==> config.mk <==
export PLATFORM = sky130hd
export DESIGN_NAME = rceq_top
export DESIGN_NICKNAME = d
export VERILOG_FILES = /design/src/rceq_mem.v /design/src/rceq_trig.v /design/src/rceq_top.v
export VERILOG_INCLUDE_DIRS = /design/src
export SDC_FILE = /design/constraint.sdc
export NUM_CORES = 1
export LEC_CHECK = 0
export ABC_AREA = 1
export ABC_CLOCK_PERIOD_IN_PS = 3700
export BUFFER_PORTS_ARGS = -buffer_cell sky130_fd_sc_hd__buf_2
export CAP_MARGIN = 20
export CORE_MARGIN = 2
export CORE_UTILIZATION = 54
export CTS_CLUSTER_DIAMETER = 150
export DETAILED_ROUTE_END_ITERATION = 10
export PLACE_DENSITY = 0.78
export SETUP_SLACK_MARGIN = 0.15
export SYNTH_ARGS = -nofsm -noshare
export SYNTH_HDL_FRONTEND = slang
export SYNTH_SLANG_ARGS = --single-unit
==> constraint.sdc <==
create_clock -name ref_clk_i -period 3.7 [get_ports ref_clk_i]
set_input_delay 0.74 -clock ref_clk_i [delete_from_list [all_inputs] [get_ports ref_clk_i]]
set_output_delay 0.74 -clock ref_clk_i [all_outputs]
set_load 0.01 [all_outputs]
==> src/rceq_regs.vh <==
// Function
// - error queue reads return oldest first
// - error indicator lit while queue not empty
// - one beeper pulse per new error
// - full queue: newest entry becomes overflow code
// - after overflow drop errors until a read
// - empty queue read returns zero
// - power-up and clear-status empty the queue
// - reset command leaves queue untouched
// - trigger honoured only in wait-for-trigger
// - arm commands move idle to wait-for-trigger
// - trigger source immediate, bus or external
// - at most one math operation active
// - no math in continuity or diode
// - log -101, -102, -103 syntax faults
// - log -104, -108, -109 parameter faults
// - log -105 for trigger inside string
// - log -112 long header, -113 unknown
// - log -121 bad character in number
// - log -123 exponent above 32000
// - log -124 mantissa above 255 digits
// - log -131 bad suffix, -138 suffix unwanted
// - log -148 keyword where value expected
// - log -211 for unhonoured bus trigger
// - log -213 read query with bus source
// - log -214 arming during measurement
// - log -230 fetch with empty memory
`ifndef RCEQ_REGS_VH
`define RCEQ_REGS_VH

`define RCEQ_DEPTH        5'h14
`define RCEQ_PTR_W        5
`define RCEQ_CODE_W       16

// fault classes presented by the parser
`define RCEQ_F_NONE       5'h00
`define RCEQ_F_INV_CHAR   5'h01
`define RCEQ_F_SYNTAX     5'h02
`define RCEQ_F_SEPARATOR  5'h03
`define RCEQ_F_DATA_TYPE  5'h04
`define RCEQ_F_GET_IN_STR 5'h05
`define RCEQ_F_PARM_EXTRA 5'h06
`define RCEQ_F_PARM_MISS  5'h07
`define RCEQ_F_HDR_LONG   5'h08
`define RCEQ_F_HDR_UNDEF  5'h09
`define RCEQ_F_NUM_CHAR   5'h0A
`define RCEQ_F_SUF_BAD    5'h0B
`define RCEQ_F_SUF_UNWANT 5'h0C
`define RCEQ_F_CHAR_PARM  5'h0D

// signed error codes, two's complement
`define RCEQ_E_NONE       16'h0000
`define RCEQ_E_INV_CHAR   16'hFF9B
`define RCEQ_E_SYNTAX     16'hFF9A
`define RCEQ_E_SEPARATOR  16'hFF99
`define RCEQ_E_DATA_TYPE  16'hFF98
`define RCEQ_E_GET_IN_STR 16'hFF97
`define RCEQ_E_PARM_EXTRA 16'hFF94
`define RCEQ_E_PARM_MISS  16'hFF93
`define RCEQ_E_HDR_LONG   16'hFF90
`define RCEQ_E_HDR_UNDEF  16'hFF8F
`define RCEQ_E_NUM_CHAR   16'hFF87
`define RCEQ_E_NUM_OVF    16'hFF85
`define RCEQ_E_TOO_DIGITS 16'hFF84
`define RCEQ_E_SUF_BAD    16'hFF7D
`define RCEQ_E_SUF_UNWANT 16'hFF76
`define RCEQ_E_CHAR_PARM  16'hFF6C
`define RCEQ_E_TRG_IGN    16'hFF2D
`define RCEQ_E_TRG_DEAD   16'hFF2B
`define RCEQ_E_INIT_IGN   16'hFF2A
`define RCEQ_E_DATA_STALE 16'hFF1A
`define RCEQ_E_TOO_MANY   16'hFEA2

// numeric limits
`define RCEQ_EXP_MAX      16'h7D00
`define RCEQ_DIGITS_MAX   9'h0FF

// trigger sources
`define RCEQ_SRC_IMM      2'h0
`define RCEQ_SRC_BUS      2'h1
`define RCEQ_SRC_EXT      2'h2

// measurement functions needing no math
`define RCEQ_FN_CONT      4'h9
`define RCEQ_FN_DIODE     4'hA

`endif

==> src/rceq_mem.v <==
`timescale 1ns/100ps
`include "rceq_regs.vh"
module rceq_mem (
    // clock
    input  wire                    ref_clk_i,
    // write port
    input  wire                    wr_en_i,
    input  wire [`RCEQ_PTR_W-1:0]  wr_addr_i,
    input  wire [`RCEQ_CODE_W-1:0] wr_data_i,
    // read port
    input  wire [`RCEQ_PTR_W-1:0]  rd_addr_i,
    output reg  [`RCEQ_CODE_W-1:0] rd_data_o
);

reg [`RCEQ_CODE_W-1:0] mem_r [0:`RCEQ_DEPTH-1];

always @(posedge ref_clk_i) begin
    if (wr_en_i) begin
        mem_r[wr_addr_i] <= wr_data_i;
    end
    rd_data_o <= mem_r[rd_addr_i];
end

endmodule

==> src/rceq_trig.v <==
`timescale 1ns/100ps
`include "rceq_regs.vh"
module rceq_trig (
    // clock and reset
    input  wire       ref_clk_i,
    input  wire       rst_b_i,
    // commands
    input  wire       arm_i,
    input  wire       bus_trg_i,
    input  wire       ext_trg_i,
    input  wire [1:0] trg_src_i,
    input  wire       meas_done_i,
    // status
    output reg        wait_trg_o,
    output reg        meas_busy_o,
    output reg        meas_start_o,
    output reg        trg_ignored_o,
    output reg        init_ignored_o
);

localparam ST_IDLE = 2'h0;
localparam ST_WAIT = 2'h1;
localparam ST_MEAS = 2'h2;

reg [1:0] st_r;
reg [1:0] st_nxt;
reg       fire;

always @* begin
    case (trg_src_i)
        `RCEQ_SRC_IMM: fire = 1'b1;
        `RCEQ_SRC_BUS: fire = bus_trg_i;
        `RCEQ_SRC_EXT: fire = ext_trg_i;
        default:       fire = 1'b0;
    endcase
end

always @* begin
    st_nxt = st_r;
    case (st_r)
        ST_IDLE: if (arm_i) st_nxt = ST_WAIT;
        ST_WAIT: if (fire) st_nxt = ST_MEAS;
        ST_MEAS: if (meas_done_i) st_nxt = ST_IDLE;
        default: st_nxt = ST_IDLE;
    endcase
end

always @(posedge ref_clk_i) begin
    if (!rst_b_i) begin
        st_r           <= ST_IDLE;
        wait_trg_o     <= 1'b0;
        meas_busy_o    <= 1'b0;
        meas_start_o   <= 1'b0;
        trg_ignored_o  <= 1'b0;
        init_ignored_o <= 1'b0;
    end else begin
        st_r           <= st_nxt;
        wait_trg_o     <= (st_nxt == ST_WAIT);
        meas_busy_o    <= (st_nxt == ST_MEAS);
        meas_start_o   <= (st_r == ST_WAIT) && fire;
        trg_ignored_o  <= bus_trg_i && !((st_r == ST_WAIT)
                          && (trg_src_i == `RCEQ_SRC_BUS));
        init_ignored_o <= arm_i && (st_r == ST_MEAS);
    end
end

endmodule

==> src/rceq_top.v <==
`timescale 1ns/100ps
`include "rceq_regs.vh"
module rceq_top (
    // clock and reset
    input  wire                    ref_clk_i,
    input  wire                    rst_b_i,
    // parser fault reports
    input  wire                    fault_vld_i,
    input  wire [4:0]              fault_cls_i,
    input  wire                    num_vld_i,
    input  wire [15:0]             num_exp_i,
    input  wire [8:0]              num_digits_i,
    // common commands
    input  wire                    cls_i,
    input  wire                    rst_cmd_i,
    // error queue read
    input  wire                    err_rd_i,
    output reg                     err_rd_vld_o,
    output reg  [`RCEQ_CODE_W-1:0] err_code_o,
    // indicators
    output reg                     err_lamp_o,
    output reg                     beep_o,
    output reg  [`RCEQ_PTR_W-1:0]  err_count_o,
    // trigger commands
    input  wire                    init_cmd_i,
    input  wire                    read_cmd_i,
    input  wire                    meas_cmd_i,
    input  wire                    bus_trg_i,
    input  wire                    ext_trg_i,
    input  wire [1:0]              trg_src_i,
    input  wire                    meas_done_i,
    input  wire                    fetch_cmd_i,
    input  wire                    mem_empty_i,
    output reg                     wait_trg_o,
    output reg                     meas_start_o,
    // math selection
    input  wire                    math_en_i,
    input  wire [2:0]              math_sel_i,
    input  wire                    math_off_i,
    input  wire [3:0]              meas_fn_i,
    output reg  [7:0]              math_onehot_o
);

////////////////////////////////////////////////////////////////////////
function [`RCEQ_CODE_W-1:0] cls_code;
    input [4:0] cls;
    begin
        case (cls)
            `RCEQ_F_INV_CHAR:   cls_code = `RCEQ_E_INV_CHAR;
            `RCEQ_F_SYNTAX:     cls_code = `RCEQ_E_SYNTAX;
            `RCEQ_F_SEPARATOR:  cls_code = `RCEQ_E_SEPARATOR;
            `RCEQ_F_DATA_TYPE:  cls_code = `RCEQ_E_DATA_TYPE;
            `RCEQ_F_PARM_EXTRA: cls_code = `RCEQ_E_PARM_EXTRA;
            `RCEQ_F_PARM_MISS:  cls_code = `RCEQ_E_PARM_MISS;
            `RCEQ_F_GET_IN_STR: cls_code = `RCEQ_E_GET_IN_STR;
            `RCEQ_F_HDR_LONG:   cls_code = `RCEQ_E_HDR_LONG;
            `RCEQ_F_HDR_UNDEF:  cls_code = `RCEQ_E_HDR_UNDEF;
            `RCEQ_F_NUM_CHAR:   cls_code = `RCEQ_E_NUM_CHAR;
            `RCEQ_F_SUF_BAD:    cls_code = `RCEQ_E_SUF_BAD;
            `RCEQ_F_SUF_UNWANT: cls_code = `RCEQ_E_SUF_UNWANT;
            `RCEQ_F_CHAR_PARM:  cls_code = `RCEQ_E_CHAR_PARM;
            default:            cls_code = `RCEQ_E_NONE;
        endcase
    end
endfunction

function [`RCEQ_PTR_W-1:0] ptr_inc;
    input [`RCEQ_PTR_W-1:0] p;
    begin
        if (p == `RCEQ_DEPTH - 5'h01) begin
            ptr_inc = 5'h00;
        end else begin
            ptr_inc = p + 5'h01;
        end
    end
endfunction

function [`RCEQ_PTR_W-1:0] ptr_dec;
    input [`RCEQ_PTR_W-1:0] p;
    begin
        if (p == 5'h00) begin
            ptr_dec = `RCEQ_DEPTH - 5'h01;
        end else begin
            ptr_dec = p - 5'h01;
        end
    end
endfunction

function [`RCEQ_CODE_W-1:0] num_code;
    input [15:0] exp_v;
    input [8:0]  digits;
    begin
        if (exp_v > `RCEQ_EXP_MAX) begin
            num_code = `RCEQ_E_NUM_OVF;
        end else if (digits > `RCEQ_DIGITS_MAX) begin
            num_code = `RCEQ_E_TOO_DIGITS;
        end else begin
            num_code = `RCEQ_E_NONE;
        end
    end
endfunction

// trigger-side errors, all below the parser
function [`RCEQ_CODE_W-1:0] trg_code;
    input ign;
    input dead;
    input init_ign;
    input stale;
    begin
        if (ign) begin
            trg_code = `RCEQ_E_TRG_IGN;
        end else if (dead) begin
            trg_code = `RCEQ_E_TRG_DEAD;
        end else if (init_ign) begin
            trg_code = `RCEQ_E_INIT_IGN;
        end else if (stale) begin
            trg_code = `RCEQ_E_DATA_STALE;
        end else begin
            trg_code = `RCEQ_E_NONE;
        end
    end
endfunction

////////////////////////////////////////////////////////////////////////
// trigger system
wire arm;
wire wait_trg;
wire meas_start;
wire trg_ignored;
wire init_ignored;

assign arm = init_cmd_i || read_cmd_i || meas_cmd_i;

rceq_trig u_trig (
    .ref_clk_i      (ref_clk_i),
    .rst_b_i        (rst_b_i),
    .arm_i          (arm),
    .bus_trg_i      (bus_trg_i),
    .ext_trg_i      (ext_trg_i),
    .trg_src_i      (trg_src_i),
    .meas_done_i    (meas_done_i),
    .wait_trg_o     (wait_trg),
    .meas_busy_o    (),
    .meas_start_o   (meas_start),
    .trg_ignored_o  (trg_ignored),
    .init_ignored_o (init_ignored)
);

////////////////////////////////////////////////////////////////////////
// error sources, one cycle late for the trigger ones
reg        deadlock_r;
reg        stale_r;
reg [15:0] parse_code;
reg [15:0] new_code;
reg        new_err;

always @(posedge ref_clk_i) begin
    if (!rst_b_i) begin
        deadlock_r <= 1'b0;
    end else begin
        deadlock_r <= read_cmd_i && (trg_src_i == `RCEQ_SRC_BUS);
    end
end

always @(posedge ref_clk_i) begin
    if (!rst_b_i) begin
        stale_r <= 1'b0;
    end else begin
        stale_r <= fetch_cmd_i && mem_empty_i;
    end
end

always @* begin
    parse_code = `RCEQ_E_NONE;
    if (fault_vld_i) begin
        parse_code = cls_code(fault_cls_i);
    end else if (num_vld_i) begin
        parse_code = num_code(num_exp_i, num_digits_i);
    end
end

// one error per cycle, parser first
always @* begin
    new_code = parse_code;
    if (parse_code == `RCEQ_E_NONE) begin
        new_code = trg_code(trg_ignored, deadlock_r, init_ignored, stale_r);
    end
    new_err = (new_code != `RCEQ_E_NONE);
end

////////////////////////////////////////////////////////////////////////
// error queue
reg  [`RCEQ_PTR_W-1:0] wr_ptr_r;
reg  [`RCEQ_PTR_W-1:0] rd_ptr_r;
reg  [`RCEQ_PTR_W-1:0] cnt_r;
reg                    ovf_r;
reg                    rd_pend_r;
reg                    rd_empty_r;
reg                    mem_we;
reg  [`RCEQ_PTR_W-1:0] mem_wa;
reg  [15:0]            mem_wd;
wire [15:0]            mem_rd;
wire                   do_rd;
wire                   full;

assign do_rd = err_rd_i && (cnt_r != 5'h00) && !cls_i;
assign full  = (cnt_r == `RCEQ_DEPTH);

always @* begin
    mem_we = 1'b0;
    mem_wa = wr_ptr_r;
    mem_wd = new_code;
    if (new_err && !cls_i) begin
        if (full && !do_rd) begin
            if (!ovf_r) begin
                mem_we = 1'b1;
                mem_wa = ptr_dec(wr_ptr_r);
                mem_wd = `RCEQ_E_TOO_MANY;
            end
        end else if (!ovf_r || do_rd) begin
            mem_we = 1'b1;
        end
    end
end

rceq_mem u_mem (
    .ref_clk_i (ref_clk_i),
    .wr_en_i   (mem_we),
    .wr_addr_i (mem_wa),
    .wr_data_i (mem_wd),
    .rd_addr_i (rd_ptr_r),
    .rd_data_o (mem_rd)
);

// rst_cmd_i deliberately does not touch queue state
wire wr_adv;

// an append moves wr_ptr_r; the overflow overwrite does not
assign wr_adv = mem_we && (mem_wa == wr_ptr_r);

always @(posedge ref_clk_i) begin
    if (!rst_b_i) begin
        wr_ptr_r <= 5'h00;
        rd_ptr_r <= 5'h00;
    end else if (cls_i) begin
        wr_ptr_r <= 5'h00;
        rd_ptr_r <= 5'h00;
    end else begin
        if (do_rd) begin
            rd_ptr_r <= ptr_inc(rd_ptr_r);
        end
        if (wr_adv) begin
            wr_ptr_r <= ptr_inc(wr_ptr_r);
        end
    end
end

always @(posedge ref_clk_i) begin
    if (!rst_b_i) begin
        cnt_r <= 5'h00;
    end else if (cls_i) begin
        cnt_r <= 5'h00;
    end else begin
        case ({wr_adv, do_rd})
            2'b10:   cnt_r <= cnt_r + 5'h01;
            2'b01:   cnt_r <= cnt_r - 5'h01;
            default: cnt_r <= cnt_r;
        endcase
    end
end

// a read frees a slot, so it also reopens the queue
always @(posedge ref_clk_i) begin
    if (!rst_b_i) begin
        ovf_r <= 1'b0;
    end else if (cls_i || do_rd) begin
        ovf_r <= 1'b0;
    end else if (mem_we && !wr_adv) begin
        ovf_r <= 1'b1;
    end
end

////////////////////////////////////////////////////////////////////////
// indicators
always @(posedge ref_clk_i) begin
    if (!rst_b_i) begin
        beep_o      <= 1'b0;
        err_lamp_o  <= 1'b0;
        err_count_o <= 5'h00;
    end else begin
        beep_o      <= new_err;
        err_lamp_o  <= (cnt_r != 5'h00);
        err_count_o <= cnt_r;
    end
end

////////////////////////////////////////////////////////////////////////
// read answer, two edges late as the memory read is registered
always @(posedge ref_clk_i) begin
    if (!rst_b_i) begin
        rd_pend_r    <= 1'b0;
        rd_empty_r   <= 1'b0;
        err_rd_vld_o <= 1'b0;
        err_code_o   <= `RCEQ_E_NONE;
    end else begin
        rd_pend_r    <= err_rd_i;
        rd_empty_r   <= !do_rd;
        err_rd_vld_o <= rd_pend_r;
        if (rd_pend_r) begin
            err_code_o <= rd_empty_r ? `RCEQ_E_NONE : mem_rd;
        end
    end
end

////////////////////////////////////////////////////////////////////////
// math selection
wire math_blocked;

assign math_blocked = (meas_fn_i == `RCEQ_FN_CONT) ||
                      (meas_fn_i == `RCEQ_FN_DIODE);

// trigger status, one stage behind the state machine
always @(posedge ref_clk_i) begin
    if (!rst_b_i) begin
        wait_trg_o   <= 1'b0;
        meas_start_o <= 1'b0;
    end else begin
        wait_trg_o   <= wait_trg;
        meas_start_o <= meas_start;
    end
end

always @(posedge ref_clk_i) begin
    if (!rst_b_i) begin
        math_onehot_o <= 8'h00;
    end else if (math_blocked || math_off_i) begin
        math_onehot_o <= 8'h00;
    end else if (math_en_i) begin
        math_onehot_o <= 8'h01 << math_sel_i;
    end
end

endmodule

==> run_results.csv <==
group,metric,value,unit
global_routing,grt.overflow.total,0,
detailed_routing,num_vias,8153,
die,floorplan.initialDensity,0.5482,
clocking,clk_path_buf_depth,3,
sta,finalSetupTns,0,ns
die,core_area,0.02017,sq mm
setup_path,required,4.12,ns
synthesis,synthDistinctLibCells,47,
final_layout,areaGrowthSynthToFinish,16.20,%
place,io_buffers,80,
min_path,min_path_cells,3,
sta,worstMarginPinSlew,1.073,ns
power,p_leak,5.010,nW
clocking,cts_max_level,1,
sta,rsz0062_at_grt,"no",
final_layout,nFillCells,1510,
sta,slew_viol_final,0,
power,peakVddDrop,0.3375,mV
synthesis,yosys_warnings,0,
synthesis,syn_area_per_cell,10.71,sq um
clocking,clock_latency,0.54,ns
detailed_routing,postRouteAntennaNets,0,
global_routing,grt.met2_usage,0.4007,
synthesis,synth_seq_cells,264,
synthesis,ys_async_sr_fraction,0,
clocking,cts_root_buffer,"clkbuf_16",
global_routing,grt-busiest-layer,"met2",
setup_path,worst-path-max-fanout,6,
synthesis,yosysSeqAreaShare,0.6590,
setup_path,crit_arrival,3.61,ns
sta,fin_skew,0.01284,ns
synthesis,synth_area,0.01106,sq mm
min_path,min_from,"err_rd_i",
detailed_routing,vias_per_cell,5.705,
global_routing,antenna_found_initial,0,
job,cap_violations,0,
setup_path,r2r_slack,0.74,ns
clocking,cts_tree,"done",
final_layout,final_cell_mix,"edfxtp_1 (200), nor2_1 (176), nand2_1 (127)",
place,gp_congestion,0.8664,
sta,slew_headroom,0.2838,
final_layout,drive_gt1_frac,0.1786,
setup_path,r2r_end,"cnt_r[4]",
synthesis,synth_edf_count,200,
final_layout,multi_input_area,0.003276,sq mm
final_layout,nets,1207,
die,ioPinCount,90,
detailed_routing,firstDrtPassIters,6,
die,row_count,52,
sta,finalSetupViolCount,0,
clocking,cts-buffers-inserted,27,
clocking,clock-sinks,264,
synthesis,syn_nets,1101,
setup_path,end_kind,"flop",
min_path,holdPathEnd,"rd_pend_r",
detailed_routing,drc,0,
setup_path,ff2ff_path_depth,19,
final_layout,antennaDiodeCount,0,
place,dpl.hpwl,16140,um
sta,period_minus_slack,3.187,ns
setup_path,r2r_start,"cnt_r[0]",
global_routing,grt.total_usage,0.2409,
clocking,cts_setup_buffers,0,
global_routing,grt_start_max_net_pins,104,
detailed_routing,routed_wirelength,26150,um
final_layout,seqCellArea,0.007288,sq mm
synthesis,syn_inst,1032,
final_layout,final_common_cell,"edfxtp_1",
sta,hold_viol_final,0,
global_routing,grt_use_met1,0.3323,
min_path,min_path_type,"primary input to flop",
sta,fin_crit_sh,0.8614,
die,die_h,147.1,um
global_routing,first_global_vias,7617,
synthesis,yosys_most_used_dff,"edfxtp_1",
detailed_routing,drt-initial-drc-count,912,
die,die_w,147.1,um
setup_path,critPathLaunchType,"primary input",
die,die_area,0.02164,sq mm
setup_path,path_class,"primary input to flop",
final_layout,fin_util,0.6370,
outcome,outcome,"finished clean",
global_routing,grt_pass1_wl,40500,um
sta,max_freq,313.7,MHz
global_routing,grt_use_met3,0.03012,
detailed_routing,wl_per_cell,18.30,um
power,p_per_area,498.6,mW/mm^2
clocking,clk_pin_slew,0.06,ns
## cell usage after synthesis (2+ instances only)
cell	count	share of area
edfxtp_1	200	0.54
nor2_1	176	0.060
nand2_1	127	0.043
o21ai_0	109	0.049
inv_1	68	0.023
dfxtp_1	64	0.12
clkbuf_1	39	0.013
nand3_1	38	0.017
a21oi_1	35	0.016
o22ai_1	31	0.018
o221ai_1	14	0.011
ha_1	12	0.014
nor3_1	12	0.0054
nand2_2	10	0.0057
a22oi_1	8	0.0054
buf_4	7	0.0048
clkinv_1	7	0.0024
o211ai_1	7	0.0048
inv_2	6	0.0020
nor2_2	6	0.0034
a221oi_1	5	0.0040
a2bb2oi_1	5	0.0040
a32oi_1	5	0.0040
a41oi_1	5	0.0040
xor2_1	4	0.0032
or2_2	3	0.0017
a2111oi_0	2	0.0016
a21o_1	2	0.0014
a31oi_1	2	0.0011
buf_1	2	0.00068
nand3_2	2	0.0018
nand3b_1	2	0.0014
nand4_1	2	0.0011
nor3_2	2	0.0018
## stage by stage
step | setup WS [ns] | instances | hold WS, ns | instance area (sq um) | power [mW]
floorplan | 0.1604 | 1032 | 0.3905 | 11090 | 3.659
global placement | 0.004877 | 1379 | 0.4002 | 11980 | 3.839
detailed placement | -0.08452 | 1379 | 0.4056 | 11980 | 3.857
CTS | 0.4680 | 1429 | 0.3850 | 12840 | 6.423
global route | 0.1786 | 1429 | 0.4200 | 12850 | 6.597
finish | 0.5127 | 1429 | 0.3977 | 12850 | 6.406
## sequential cells by signal (all words and copies together) (netlist names), 2 cells and up
register / cells
cnt_r: 5
err_code_o: 10
err_count_o: 5
math_onehot_o: 8
rd_ptr_r: 5
u_mem.mem_r: 200
u_mem.rd_data_o: 10
u_trig.st_r: 2
wr_ptr_r: 5
## worst max-delay path, cell delays in order
cell and delay, ns:
buf_2 0.11, inv_1 0.07, ha_1 0.30, nand2_1 0.06, nand2_1 0.07, nand2_1 0.05
nand2_1 0.08, nand4_1 0.14, nor2_4 0.15, nand3_1 0.10, nand2_1 0.10, inv_2 0.06
nand3_4 0.09, nand4_4 0.10, ha_4 0.22, ha_1 0.21, a21o_1 0.19, a31oi_1 0.15
inv_1 0.07, o21ai_1 0.11, a21oi_1 0.07, or2_2 0.27, nand2_1 0.06, a21oi_1 0.04
## repair_timing
item,in CTS,in global routing
hold buffers,0,0
resized for setup,0,2
setup endpoints to repair,0,1
## cell families after synthesis
| family | share of synthesized area |
|---|---|
| adders and majority gates | 0.01539 |
| buffers and inverters | 0.04843 |
| and+or+nand+nor | 0.1473 |
| AOI/OAI and AO/OA | 0.1258 |
| xor gates and xnor gates | 0.003960 |
| DFF | 0.6590 |
## where the power goes
group | switching [mW] | internal [mW]
Clock | 1.08 | 1.52
Combinational | 0.337 | 0.158
Sequential | 0.0271 | 3.28
Total | 1.45 | 4.96
## final cells by class
type | instances | share of cell area
clock inverter | 6 | 0.003603
clock buffer | 44 | 0.06398
multi-input combinational | 636 | 0.2549
tap | 270 | 0.02629
inverter | 82 | 0.02435
timing repair buffer | 127 | 0.05960
sequential | 264 | 0.5672
## worst max-delay path by stage
stage                              start        to
after global routing      fault_cls_i[0]  cnt_r[4]
after global placement    fault_cls_i[0]  cnt_r[4]
after floorplan           fault_cls_i[1]  cnt_r[4]
final                     fault_cls_i[1]  cnt_r[4]
after CTS                 fault_cls_i[1]  cnt_r[4]
after detailed placement  fault_cls_i[1]  cnt_r[4]
## metal layers
| metal | part of all wire | wire [um] |
|---|---|---|
| met1 | 0.40 | 10530 |
| met2 | 0.48 | 12430 |
| met3 | 0.084 | 2202 |
| met4 | 0.038 | 986 |
| met5 | 0 | 0 |
No activity file was read; power rests on OpenSTA's default activity.
